===== src/include/flic_pkg.sv =====
package flic_pkg;
   localparam int NSRC = 20;
   // register offsets on the plain register port
   localparam logic [3:0] OFF_EN0 = 4'h0;
   localparam logic [3:0] OFF_EN1 = 4'h1;
   localparam logic [3:0] OFF_EN2 = 4'h2;
   localparam logic [3:0] OFF_PL0 = 4'h3;
   localparam logic [3:0] OFF_PH0 = 4'h4;
   localparam logic [3:0] OFF_PL1 = 4'h5;
   localparam logic [3:0] OFF_PH1 = 4'h6;
   localparam logic [3:0] OFF_PL2 = 4'h7;
   localparam logic [3:0] OFF_PH2 = 4'h8;
   localparam logic [3:0] OFF_FLG0 = 4'h9;
   localparam logic [3:0] OFF_FLG1 = 4'hA;
   localparam logic [3:0] OFF_FLG2 = 4'hB;
   localparam logic [3:0] OFF_CTRL = 4'hC;
   localparam logic [3:0] OFF_STAT = 4'hD;
   localparam logic [7:0] RST_BYTE = 8'h00;
   localparam int GLOBAL_EN_BIT = 7;
   // machine cycle phases: index 0..3 are phases one to four
   localparam logic [1:0] PH_THREE = 2'h2;
   localparam logic [1:0] PH_FOUR = 2'h3;
   localparam logic [1:0] CALL_LAST_MCYC = 2'h3;
   // bit of each source, by rank, in {ext2, ext, primary} enable/priority
   localparam logic [NSRC-1:0][4:0] SRC_POS = {
      5'h0C, 5'h15, 5'h14, 5'h13, 5'h12, 5'h11, 5'h0E, 5'h0D,
      5'h0B, 5'h0A, 5'h10, 5'h0F, 5'h08, 5'h06, 5'h05, 5'h04,
      5'h03, 5'h02, 5'h01, 5'h00};
   // fixed vector address of each source, rank 19 first
   localparam logic [NSRC-1:0][15:0] SRC_VEC = {
      16'h0063, 16'h009B, 16'h0093, 16'h008B, 16'h006B, 16'h0073,
      16'h005B, 16'h0053, 16'h004B, 16'h0043, 16'h0083, 16'h007B,
      16'h003B, 16'h0033, 16'h002B, 16'h0023, 16'h001B, 16'h0013,
      16'h000B, 16'h0003};
   localparam logic [NSRC-1:0] TIMER_CLR_MASK = 20'h0000A;
   localparam logic [NSRC-1:0] SERIAL_MASK = 20'h00110;
   localparam logic [NSRC-1:0] PIN_SRC_MASK = 20'h00005;
   localparam int SRC_EXT_A = 0;
   localparam int SRC_EXT_B = 2;
   typedef enum logic [0:0] {
      CALL_IDLE = 1'b0,
      CALL_RUN = 1'b1
   } flic_call_t;
   typedef struct packed {
      logic [1:0] phase;
      logic sync_a1;
      logic sync_a2;
      logic sync_b1;
      logic sync_b2;
      logic samp_a;
      logic samp_b;
      logic [7:0] en0;
      logic [7:0] en1;
      logic [7:0] en2;
      logic [7:0] pl0;
      logic [7:0] ph0;
      logic [7:0] pl1;
      logic [7:0] ph1;
      logic [7:0] pl2;
      logic [7:0] ph2;
      logic [1:0] edge_mode;
      logic [NSRC-1:0] flags;
      logic [NSRC-1:0] pend;
      logic [NSRC-1:0] snap;
      logic [3:0] in_service;
      flic_call_t call_st;
      logic [1:0] mcnt;
      logic [15:0] vector;
      logic cfg_wr;
      logic push;
      logic load;
      logic wake;
      logic [7:0] rdata;
   } flic_state_t;
endpackage


===== src/core/flic_top.sv =====
// The register offsets and strobed register access were chosen for this implementation.
`timescale 1ns/1ps
module flic_top (
   input wire logic i_core_clk,
   input wire logic i_rst,
   input wire logic [3:0] i_addr,
   input wire logic [7:0] i_wdata,
   input wire logic i_wr,
   input wire logic i_rd,
   output logic [7:0] o_rdata,
   input wire logic i_ext_input_a_n,
   input wire logic i_ext_input_b_n,
   input wire logic [19:0] i_src_event,
   input wire logic i_last_cycle,
   input wire logic i_instr_blocks,
   input wire logic i_return_from_interrupt,
   input wire logic i_power_down,
   output logic [1:0] o_phase,
   output logic o_call_busy,
   output logic o_push_pc,
   output logic o_load_pc,
   output logic [15:0] o_vector,
   output logic o_wakeup
);
   flic_pkg::flic_state_t s_r;
   flic_pkg::flic_state_t s_nxt;

   // two-bit level of one source
   function automatic logic [1:0] src_level(
      input logic [23:0] hi,
      input logic [23:0] lo,
      input int idx
   );
      logic [4:0] p;
      p = flic_pkg::SRC_POS[idx];
      return {hi[p], lo[p]};
   endfunction

   // highest in-service level, valid flag in bit 2
   function automatic logic [2:0] top_level(input logic [3:0] isr);
      logic [2:0] t;
      t = 3'h0;
      for (int k = 0; k < 4; k++) begin
         if (isr[k]) begin
            t = {1'b1, k[1:0]};
         end
      end
      return t;
   endfunction

   logic [23:0] en_all;
   logic [23:0] hi_all;
   logic [23:0] lo_all;
   logic [19:0] src_en;
   logic [19:0] flags_w;
   logic [19:0] set_now;
   logic [19:0] clr_mask;
   logic [19:0] ph_mask;
   logic [1:0] best_lvl;
   logic [4:0] best_idx;
   logic best_any;
   logic [2:0] isr_top;
   logic wr_cfg;
   logic grant;
   logic fall_a;
   logic fall_b;

   always_comb begin
      s_nxt = s_r;
      en_all = {s_r.en2, s_r.en1, s_r.en0};
      hi_all = {s_r.ph2, s_r.ph1, s_r.ph0};
      lo_all = {s_r.pl2, s_r.pl1, s_r.pl0};
      src_en = 20'h00000;
      best_lvl = 2'h0;
      best_idx = 5'h00;
      best_any = 1'b0;
      set_now = 20'h00000;
      clr_mask = 20'h00000;
      ph_mask = 20'h00000;
      fall_a = 1'b0;
      fall_b = 1'b0;
      s_nxt.phase = s_r.phase + 2'h1;
      s_nxt.push = 1'b0;
      s_nxt.load = 1'b0;
      s_nxt.rdata = flic_pkg::RST_BYTE;

      // external pins pass two flops before use
      s_nxt.sync_a1 = i_ext_input_a_n;
      s_nxt.sync_a2 = s_r.sync_a1;
      s_nxt.sync_b1 = i_ext_input_b_n;
      s_nxt.sync_b2 = s_r.sync_b1;

      for (int i = 0; i < flic_pkg::NSRC; i++) begin
         src_en[i] = en_all[flic_pkg::SRC_POS[i]];
      end
      src_en = src_en & {20{s_r.en0[flic_pkg::GLOBAL_EN_BIT]}};

      // register writes
      wr_cfg = i_wr && (i_addr <= flic_pkg::OFF_PH2);
      flags_w = s_r.flags;
      if (i_wr) begin
         case (i_addr)
            flic_pkg::OFF_EN0: s_nxt.en0 = i_wdata;
            flic_pkg::OFF_EN1: s_nxt.en1 = i_wdata;
            flic_pkg::OFF_EN2: s_nxt.en2 = i_wdata;
            flic_pkg::OFF_PL0: s_nxt.pl0 = i_wdata;
            flic_pkg::OFF_PH0: s_nxt.ph0 = i_wdata;
            flic_pkg::OFF_PL1: s_nxt.pl1 = i_wdata;
            flic_pkg::OFF_PH1: s_nxt.ph1 = i_wdata;
            flic_pkg::OFF_PL2: s_nxt.pl2 = i_wdata;
            flic_pkg::OFF_PH2: s_nxt.ph2 = i_wdata;
            flic_pkg::OFF_FLG0: flags_w[7:0] = i_wdata;
            flic_pkg::OFF_FLG1: flags_w[15:8] = i_wdata;
            flic_pkg::OFF_FLG2: flags_w[19:16] = i_wdata[3:0];
            flic_pkg::OFF_CTRL: s_nxt.edge_mode = i_wdata[1:0];
            default: begin
            end
         endcase
      end

      // an enable or priority write in this machine cycle holds back the call
      if (s_r.phase == flic_pkg::PH_FOUR) begin
         s_nxt.cfg_wr = wr_cfg;
      end else begin
         s_nxt.cfg_wr = s_r.cfg_wr | wr_cfg;
      end

      // arbitration on the snapshot of the previous cycle
      for (int i = flic_pkg::NSRC - 1; i >= 0; i--) begin
         if (s_r.snap[i] &&
             (!best_any || src_level(hi_all, lo_all, i) >= best_lvl)) begin
            best_any = 1'b1;
            best_lvl = src_level(hi_all, lo_all, i);
            best_idx = i[4:0];
         end
      end
      isr_top = top_level(s_r.in_service);
      grant = best_any && (s_r.phase == flic_pkg::PH_FOUR) &&
              (s_r.call_st == flic_pkg::CALL_IDLE) &&
              (!isr_top[2] || best_lvl > isr_top[1:0]) &&
              i_last_cycle && !i_instr_blocks &&
              !s_r.cfg_wr && !wr_cfg;

      // automatic clear on vectoring
      if (grant) begin
         clr_mask = flic_pkg::TIMER_CLR_MASK;
         clr_mask[flic_pkg::SRC_EXT_A] = s_r.edge_mode[0];
         clr_mask[flic_pkg::SRC_EXT_B] = s_r.edge_mode[1];
         clr_mask = clr_mask & (20'h00001 << best_idx);
      end
      flags_w = flags_w & ~clr_mask;

      // peripheral events wait for their phase
      s_nxt.pend = s_r.pend | (i_src_event & ~flic_pkg::PIN_SRC_MASK);
      if (s_r.phase == flic_pkg::PH_THREE) begin
         ph_mask = ~flic_pkg::SERIAL_MASK;
      end else if (s_r.phase == flic_pkg::PH_FOUR) begin
         ph_mask = flic_pkg::SERIAL_MASK;
      end
      set_now = s_nxt.pend & ph_mask;
      s_nxt.pend = s_nxt.pend & ~ph_mask;

      // external inputs, active low, sampled at phase three
      if (s_r.phase == flic_pkg::PH_THREE) begin
         s_nxt.samp_a = s_r.sync_a2;
         s_nxt.samp_b = s_r.sync_b2;
         fall_a = s_r.samp_a && !s_r.sync_a2;
         fall_b = s_r.samp_b && !s_r.sync_b2;
         if (s_r.edge_mode[0]) begin
            set_now[flic_pkg::SRC_EXT_A] = fall_a;
         end else begin
            flags_w[flic_pkg::SRC_EXT_A] = !s_r.sync_a2;
         end
         if (s_r.edge_mode[1]) begin
            set_now[flic_pkg::SRC_EXT_B] = fall_b;
         end else begin
            flags_w[flic_pkg::SRC_EXT_B] = !s_r.sync_b2;
         end
      end
      // hardware set wins over any clear in the same clock
      s_nxt.flags = flags_w | set_now;

      // snapshot is rebuilt once per machine cycle, at phase four, nothing carried over
      if (s_r.phase == flic_pkg::PH_FOUR) begin
         s_nxt.snap = s_nxt.flags & src_en;
      end

      // hardware call sequence
      case (s_r.call_st)
         flic_pkg::CALL_IDLE: begin
            if (grant) begin
               s_nxt.call_st = flic_pkg::CALL_RUN;
               s_nxt.mcnt = 2'h0;
               s_nxt.vector = flic_pkg::SRC_VEC[best_idx];
               s_nxt.push = 1'b1;
               s_nxt.in_service[best_lvl] = 1'b1;
            end
         end
         flic_pkg::CALL_RUN: begin
            if (s_r.phase == flic_pkg::PH_FOUR) begin
               s_nxt.mcnt = s_r.mcnt + 2'h1;
               if (s_r.mcnt == flic_pkg::CALL_LAST_MCYC) begin
                  s_nxt.call_st = flic_pkg::CALL_IDLE;
                  s_nxt.load = 1'b1;
               end
            end
         end
         default: begin
            s_nxt.call_st = flic_pkg::CALL_IDLE;
         end
      endcase

      // return releases the most recent level
      if (i_return_from_interrupt && isr_top[2] && !grant) begin
         s_nxt.in_service[isr_top[1:0]] = 1'b0;
      end

      s_nxt.wake = i_power_down &&
                   ((s_r.flags[flic_pkg::SRC_EXT_A] &&
                     src_en[flic_pkg::SRC_EXT_A]) ||
                    (s_r.flags[flic_pkg::SRC_EXT_B] &&
                     src_en[flic_pkg::SRC_EXT_B]));

      if (i_rd) begin
         case (i_addr)
            flic_pkg::OFF_EN0: s_nxt.rdata = s_r.en0;
            flic_pkg::OFF_EN1: s_nxt.rdata = s_r.en1;
            flic_pkg::OFF_EN2: s_nxt.rdata = s_r.en2;
            flic_pkg::OFF_PL0: s_nxt.rdata = s_r.pl0;
            flic_pkg::OFF_PH0: s_nxt.rdata = s_r.ph0;
            flic_pkg::OFF_PL1: s_nxt.rdata = s_r.pl1;
            flic_pkg::OFF_PH1: s_nxt.rdata = s_r.ph1;
            flic_pkg::OFF_PL2: s_nxt.rdata = s_r.pl2;
            flic_pkg::OFF_PH2: s_nxt.rdata = s_r.ph2;
            flic_pkg::OFF_FLG0: s_nxt.rdata = s_r.flags[7:0];
            flic_pkg::OFF_FLG1: s_nxt.rdata = s_r.flags[15:8];
            flic_pkg::OFF_FLG2: s_nxt.rdata = {4'h0, s_r.flags[19:16]};
            flic_pkg::OFF_CTRL: s_nxt.rdata = {6'h00, s_r.edge_mode};
            flic_pkg::OFF_STAT: s_nxt.rdata = {1'b0, s_r.phase,
                                               s_r.call_st == flic_pkg::CALL_RUN,
                                               s_r.in_service};
            default: s_nxt.rdata = flic_pkg::RST_BYTE;
         endcase
      end
   end

   always_ff @(posedge i_core_clk) begin
      if (i_rst) begin
         s_r <= '0;
         s_r.sync_a1 <= 1'b1;
         s_r.sync_a2 <= 1'b1;
         s_r.sync_b1 <= 1'b1;
         s_r.sync_b2 <= 1'b1;
         s_r.samp_a <= 1'b1;
         s_r.samp_b <= 1'b1;
         s_r.call_st <= flic_pkg::CALL_IDLE;
      end else begin
         s_r <= s_nxt;
      end
   end

   assign o_rdata = s_r.rdata;
   assign o_phase = s_r.phase;
   assign o_call_busy = (s_r.call_st == flic_pkg::CALL_RUN);
   assign o_push_pc = s_r.push;
   assign o_load_pc = s_r.load;
   assign o_vector = s_r.vector;
   assign o_wakeup = s_r.wake;
endmodule // flic_top


===== config.mk =====
export PLATFORM = sky130hd
export DESIGN_NAME = flic_top
export DESIGN_NICKNAME = d
export VERILOG_FILES = /design/src/include/flic_pkg.sv /design/src/core/flic_top.sv
export SDC_FILE = /design/constraint.sdc
export NUM_CORES = 1
export LEC_CHECK = 0
export BUFFER_PORTS_ARGS = -buffer_cell sky130_fd_sc_hd__clkbuf_2
export CORE_MARGIN = 3
export CORE_UTILIZATION = 66
export CTS_CLUSTER_SIZE = 25
export DETAILED_ROUTE_END_ITERATION = 12
export GPL_TIMING_DRIVEN = 0
export PLACE_DENSITY = 0.86
export SLEW_MARGIN = 20
export SYNTH_ARGS = -nofsm -noshare
export SYNTH_HDL_FRONTEND = slang
export SYNTH_SLANG_ARGS = --single-unit

===== constraint.sdc =====
create_clock -name i_core_clk -period 71.8 [get_ports i_core_clk]
set_clock_uncertainty 0.1 [all_clocks]
set_input_delay 14.36 -clock i_core_clk [delete_from_list [all_inputs] [get_ports i_core_clk]]
set_output_delay 14.36 -clock i_core_clk [all_outputs]
set_load 0.02 [all_outputs]

# Word level (Yosys, flattened, before mapping)
# Memories as Yosys holds them, arrays and structs flattened.
# Index checks and enable logic that the tools add are counted.
[totals]
elab_cells = 287
register_bits = 177
in_bits = 42
out_inout_bits = 30
romBits = 512
mem_count = 1
[classes]
n_addsub = 2
n_reduce_logical = 99
n_lt_le_gt_ge = 26
n_mux = 94
bitwise_logic = 17
shifts = 1
n_eq_ne = 18
[mem_list]
columns = ["name", "words", "word_bits", "rd", "rd_ports_with_merged_regs", "write_ports", "line", "text"]
rows = [
  ["(name not given)", 32, 16, 1, 0, 0, "flic_top.sv:194", "s_nxt.vector = flic_pkg::SRC_VEC[best_idx];"],
]
[ops]
columns = ["cell", "n"]
rows = [
  ["8-bit case mux with 14 select lines", 1],
  ["20-bit AND", 5],
  ["5-bit 2-to-1 mux", 20],
  ["20-bit 2-to-1 mux", 3],
  ["2-bit 2-to-1 mux", 20],
  ["20-bit NOT", 2],
  ["20-bit bitwise OR", 2],
  ["2-bit >= comparator", 19],
  ["1-bit logical AND", 36],
  ["1-bit 2-to-1 mux", 34],
  ["1-bit logical NOT", 26],
  ["4-bit equality test, second input constant", 6],
  ["2-bit AND reduction", 12],
  ["23-bit 2-to-1 mux", 1],
  ["1-bit logical OR", 21],
  ["4-bit by 20-bit AND with 20-bit output", 1],
  ["1-bit by 5-bit left shift with 20-bit output, first input constant", 1],
  ["4-bit by 3-bit equality test with 1-bit output, second input constant", 4],
  ["16-bit 2-to-1 mux", 1],
  ["8-bit 2-to-1 mux", 2],
  ["3-bit 2-to-1 mux", 5],
  ["4-bit 2-to-1 mux", 3],
  ["9-bit 2-to-1 mux", 1],
  ["4-bit by 2-bit equality test with 1-bit output, second input constant", 2],
  ["other kinds (20)", 29],
]

# Depth between registers and ports, before layout
[logic_depth]
word_depth = 91
ltp_mapped = 145

# Worst setup path before layout
# Ideal clock, no wire load.
[synth_timing]
kind = "register to register"
startpoint = "register s_r[54] (netlist bit)"
endpoint = "register s_r[35] (netlist bit)"
path_buffers = 1
path_stages_with_launch = 132
setup_ns = 0.117
slack_ns = 46.622
arrival_time_ns = 24.960
t_required_ns = 71.583
cell_sequence = "dfxtp_1 buf_4 nand2_1 inv_1 ha_1 nand2b_1 a22o_1 a21o_1 ha_1 nand2b_1 a211o_1 and3_1 or2_2 ha_1 nand2_1 o211ai_2 o31ai_1 ha_1 (+96 left out) a2bb2oi_1 ha_1 nand2b_1 a21oi_1 o41ai_1 nand2_1 and2_1 nand2_1 o21ai_0 ha_1 nand2_1 o21ai_0 o41ai_1 nand4_1 a31oi_1 nand3_1 a22o_1 a32o_1"
[synth_via]
elab_chain_cells = 91
word_cells_on_any_way = 154
[synth_lines]
columns = ["element", "line", "text"]
rows = [
  ["start, declared", "flic_top.sv:25", "flic_pkg::flic_state_t s_r;"],
  ["start signal, assigned", "flic_top.sv:258", "s_r <= s_nxt;"],
  ["2-bit 2-to-1 mux or 1-bit 2-to-1 mux (tied branches)", "flic_top.sv:130", "if (s_r.snap[i] &&"],
  ["2-bit >= comparator or 1-bit logical NOT (tied branches)", "flic_top.sv:131", "(!best_any || src_level(hi_all, lo_all, i) >= best_lvl)) begin"],
  ["1-bit logical OR", "flic_top.sv:131", ""],
  ["1-bit logical AND", "flic_top.sv:130", ""],
  ["2-bit 2-to-1 mux or 1-bit 2-to-1 mux (tied branches)", "flic_top.sv:130", ""],
  ["2-bit >= comparator or 1-bit logical NOT (tied branches)", "flic_top.sv:131", ""],
  ["1-bit logical OR", "flic_top.sv:131", ""],
  ["1-bit logical AND", "flic_top.sv:130", ""],
  ["(+75 left out)", "n/a", ""],
  ["1-bit logical AND", "flic_top.sv:142", "!s_r.cfg_wr && !wr_cfg;"],
  ["20-bit 2-to-1 mux *", "flic_top.sv:145", "if (grant) begin"],
  ["20-bit NOT *", "flic_top.sv:151", "flags_w = flags_w & ~clr_mask;"],
  ["20-bit AND *", "flic_top.sv:151", ""],
  ["1-bit 2-to-1 mux", "flic_top.sv:169", "if (s_r.edge_mode[0]) begin"],
  ["1-bit 2-to-1 mux *", "flic_top.sv:164", "if (s_r.phase == flic_pkg::PH_THREE) begin"],
  ["20-bit bitwise OR *", "flic_top.sv:181", "s_nxt.flags = flags_w | set_now;"],
  ["20-bit AND *", "flic_top.sv:185", "s_nxt.snap = s_nxt.flags & src_en;"],
]
# Mark *: on every way between the ends. The rest lies on a longest branch, timed or not.
# A chain may end at the register's enable or synchronous reset.

# Worst setup path in the final report
[layout_timing]
startpoint = "register s_r[54] (netlist bit)"
endpoint = "register s_r[36] (netlist bit)"
[layout_via]
elab_chain_cells = 89
word_cells_on_any_way = 152
[layout_lines]
columns = ["element", "line", "text"]
rows = [
  ["2-bit 2-to-1 mux or 1-bit 2-to-1 mux (tied branches)", "flic_top.sv:130", ""],
  ["2-bit >= comparator or 1-bit logical NOT (tied branches)", "flic_top.sv:131", ""],
  ["1-bit logical OR", "flic_top.sv:131", ""],
  ["1-bit logical AND", "flic_top.sv:130", ""],
  ["2-bit 2-to-1 mux or 1-bit 2-to-1 mux (tied branches)", "flic_top.sv:130", ""],
  ["2-bit >= comparator or 1-bit logical NOT (tied branches)", "flic_top.sv:131", ""],
  ["1-bit logical OR", "flic_top.sv:131", ""],
  ["1-bit logical AND", "flic_top.sv:130", ""],
  ["(+72 left out)", "n/a", ""],
  ["1-bit logical AND", "flic_top.sv:140", "(!isr_top[2] || best_lvl > isr_top[1:0]) &&"],
  ["1-bit logical AND (2 in series)", "flic_top.sv:141", "i_last_cycle && !i_instr_blocks &&"],
  ["1-bit logical AND", "flic_top.sv:142", ""],
  ["20-bit 2-to-1 mux *", "flic_top.sv:145", ""],
  ["20-bit NOT *", "flic_top.sv:151", ""],
  ["20-bit AND *", "flic_top.sv:151", ""],
  ["20-bit bitwise OR *", "flic_top.sv:181", ""],
  ["20-bit AND *", "flic_top.sv:185", ""],
]
# Marks and branches as above.

==> results.py <==
metrics = {
    "outcome": {
        "status": "completed",
    },
    "clock_tree": {
        "clockBufferDepth": 2,
        "cts_tree": "done",
        "clockRootBuffer": "clkbuf_16",
        "cts_inserted_buffers": 17,
        "post-cts-setup-buffers": 0,
        "post_cts_resized": 0,
        "worstSkewPairLatency_ps": 440,
        "clkTransAtPathRegs_ps": 70,
        "htreeDepth": 4,
        "cts.sinks": 167,
        "holdBufCountCts": 0,
    },
    "power_and_ir_drop": {
        "p_per_area_mw_per_mm2": 19.12,
        "internal-power_uw": 147.3,
        "clockPowerShare_pct": 44.0,
        "p_sw_uw": 58.30,
        "seqPwrFrac_pct": 47.5,
        "ir_worst_vdd_mv": 0.01955,
        "power.leakage_nw": 4.365,
        "swShare_pct": 28.36,
        "power_frac_comb_pct": 8.5,
        "finalPower_uw": 205.6,
    },
    "worst_setup_path": {
        "worstPathRequired_ps": 72020,
        "critPathCaptureType": "flip-flop",
        "cpPeakStageDelay_ps": 550,
        "cp.arrival_ps": 29960,
        "worstSetupPathType": "flip-flop to flip-flop",
        "slowest_stage": "o21ai_0",
        "startpoint_type": "flip-flop",
        "crit_top_cell": "ha_1",
        "cp_max_fo": 10,
    },
    "die": {
        "pin_count": 72,
        "fp.dieW_um": 126.8,
        "core.rowCount": 43,
        "initial_core_util_pct": 68.34,
        "core-area_mm2": 0.01410,
        "die-area_mm2": 0.01608,
        "die_h_um": 126.8,
    },
    "min_path": {
        "min_path_type": "flip-flop to flip-flop",
    },
    "timing": {
        "layout_min_cycle_time_ps": 29740,
        "grt_setup_unrepaired": "false",
        "hold_viol": 0,
        "setup_viol": 0,
        "max_slew_margin_pct": 18.73,
        "period_share_pct": 41.42,
        "drv_slew": 0,
        "fin_setup_tns_ps": 0,
        "worst_pin_slew_ps": 1215,
        "fmaxAchievable_ghz": 0.03363,
    },
    "global_routing": {
        "grt_first_pass_wirelength_um": 50450,
        "grt_usage_pct": 40.51,
        "grt_max_degree": 19,
        "grt_pass1_vias": 9220,
        "antenna_found_initial": 0,
        "gr-total-overflow": 0,
    },
    "yosys": {
        "synth_edf_count": 0,
        "synth.distinct_cells": 76,
        "yosysWarnings": 0,
        "netlist_area_mm2": 0.009633,
        "synthCells": 1175,
        "ys_seq_area_share_pct": 34.71,
        "synth.avg_cell_area_um2": 8.198,
        "synth_seq_cells": 167,
        "synth_flop_cell": "dfxtp_1",
        "synth-async-reset-ratio_pct": 0,
    },
    "route": {
        "wl_per_cell_um": 22.59,
        "final_antenna_net_count": 0,
        "via_per_inst": 6.754,
        "wirelength_um": 32790,
        "drc_errors": 0,
        "first_pass_iters": 7,
        "vias": 9807,
        "drtIter0Drc": 1151,
    },
    "placed_design": {
        "place_hpwl_um": 24750,
        "numPortBuffers": 57,
        "place_congestion": 0.9881,
    },
    "flow_run": {
        "cap_violations": 0,
    },
    "layout": {
        "final_layout_size_suffix_gt1_share_pct": 11.71,
        "antennaDiodeCount": 0,
        "fill_cells": 1046,
        "nNetsFinal": 1337,
        "area_growth_pct": 11.62,
    },
}
-- power by group through the flow --
stage | Sequential (mW) | Combinational [mW] | Clock, mW
3_5_place_dp | 0.0995 | 0.0167 | 0
4_1_cts | 0.0974 | 0.0169 | 0.0902
3_3_place_gp | 0.0993 | 0.0162 | 0
6_report | 0.0976 | 0.0175 | 0.0906
5_1_grt | 0.0977 | 0.0185 | 0.0942
2_1_floorplan | 0.0986 | 0.0107 | 0
-- sequential cells by signal, indices dropped and copies added, names as in the netlist --
register     cells
s_r             73
en_all          24
hi_all          24
lo_all          24
o_rdata          8
o_vector         6
o_phase          2
s_nxt            2
o_call_busy      1
o_load_pc        1
o_push_pc        1
o_wakeup         1
-- per-layer routing --
layer	up-vias	GRT usage [%]	share of wire, %
li1	4414	-	-
met4	0	19.05	5.1
met2	691	63.29	44
met5	-	0	0
met3	106	7.705	12
met1	4596	54.26	39
-- stage by stage --
stage	worst slack (ps)	utilization [%]	cell area (um2)	hold slack, ps	instances
2_1_floorplan	46620	-	9663	289.5	1183
3_3_place_gp	43260	72.17	10170	290.8	1420
3_5_place_dp	42690	72.17	10170	305.3	1420
4_1_cts	42600	76.28	10750	323.1	1452
5_1_grt	39450	76.28	10750	340.3	1452
6_report	42060	76.28	10750	319.7	1452
-- kinds of logic after synthesis --
family          share of synthesized area (%)
compound gates                          23.52
fa+ha+maj                               4.988
buf+inv                                 6.806
flops                                   34.71
mux                                     10.64
other cells                           0.03893
simple gates                            19.30
-- synth_stat cells (all sizes together) (4+ instances only) --
library cell | number | area (um2)
a31oi | 22 | 137.6
o21a | 5 | 37.54
a22o | 9 | 78.83
nand2b | 20 | 125.1
buf | 40 | 269.0
a32o | 20 | 200.2
or2 | 9 | 56.30
o31ai | 10 | 80.07
ha | 36 | 450.4
nor2b | 10 | 62.56
a21oi | 62 | 310.3
o21ai | 66 | 330.3
nor3b | 5 | 48.80
nand3 | 36 | 180.2
a221o | 4 | 40.04
clkbuf | 48 | 180.2
inv | 54 | 202.7
nand4 | 5 | 31.28
a211oi | 8 | 60.06
o211ai | 16 | 125.1
nand2 | 96 | 360.4
o32ai | 4 | 35.03
a21o | 13 | 97.59
o22ai | 6 | 37.54
dfxtp | 167 | 3343
a22oi | 11 | 82.58
a221oi | 14 | 128.9
nor3 | 16 | 80.08
a32oi | 7 | 61.31
and2 | 11 | 71.32
a311oi | 5 | 43.79
nor4 | 7 | 56.30
mux2i | 90 | 900.9
mux2 | 5 | 56.30
o31a | 4 | 43.80
and3 | 9 | 56.30
nor2 | 172 | 645.6
a211o | 7 | 61.31
-- critical path: cells and delay by family (launching register included) --
family / cells / cell delay, ps
AOI/OAI and AO/OA: 62 / 14990
adders and majority gates: 22 / 6230
buffers and inverters: 5 / 710
DFF: 1 / 300
muxes: 2 / 640
and+or+nand+nor: 39 / 6600
-- cell type report --
type,instances,area (um2),area share (%)
clock inverters,15,153.9,1.431
plain buffers,88,449.2,4.177
inverters,55,206.4,1.920
flip-flops and latches,167,3343,31.09
clock buffers,17,425.4,3.956
multi-input cells,873,5664,52.68
well taps,180,225.2,2.094
repair buffers,57,285.3,2.653
-- cells in the final DEF, fill, tap and decap left out, types with 13 or more instances in the layout --
| master | instances |
|---|---|
| o211ai_1 | 15 |
| nand2_1 | 96 |
| buf_4 | 27 |
| nor3_1 | 16 |
| clkbuf_2 | 57 |
| a21oi_1 | 62 |
| nor2_1 | 172 |
| a31oi_1 | 22 |
| mux2i_1 | 90 |
| nand3_1 | 36 |
| a21o_1 | 13 |
| nand2b_1 | 20 |
| clkbuf_1 | 48 |
| a221oi_1 | 13 |
| dfxtp_1 | 167 |
| o21ai_0 | 65 |
| a32o_1 | 20 |
| ha_1 | 36 |
| clkbuf_16 | 17 |
| inv_1 | 54 |
-- worst paths after layout --
kind                                  from        to  slack [ps]  cells past startpoint
worst max register to register     s_r[54]   s_r[36]       42060                    130
worst min register to register  s_nxt[171]  s_r[171]         320                      1
worst min-delay path            s_nxt[171]  s_r[171]         320                      1
worst max-delay path               s_r[54]   s_r[36]       42060                    130
No activity file was read; power rests on OpenSTA's default activity.
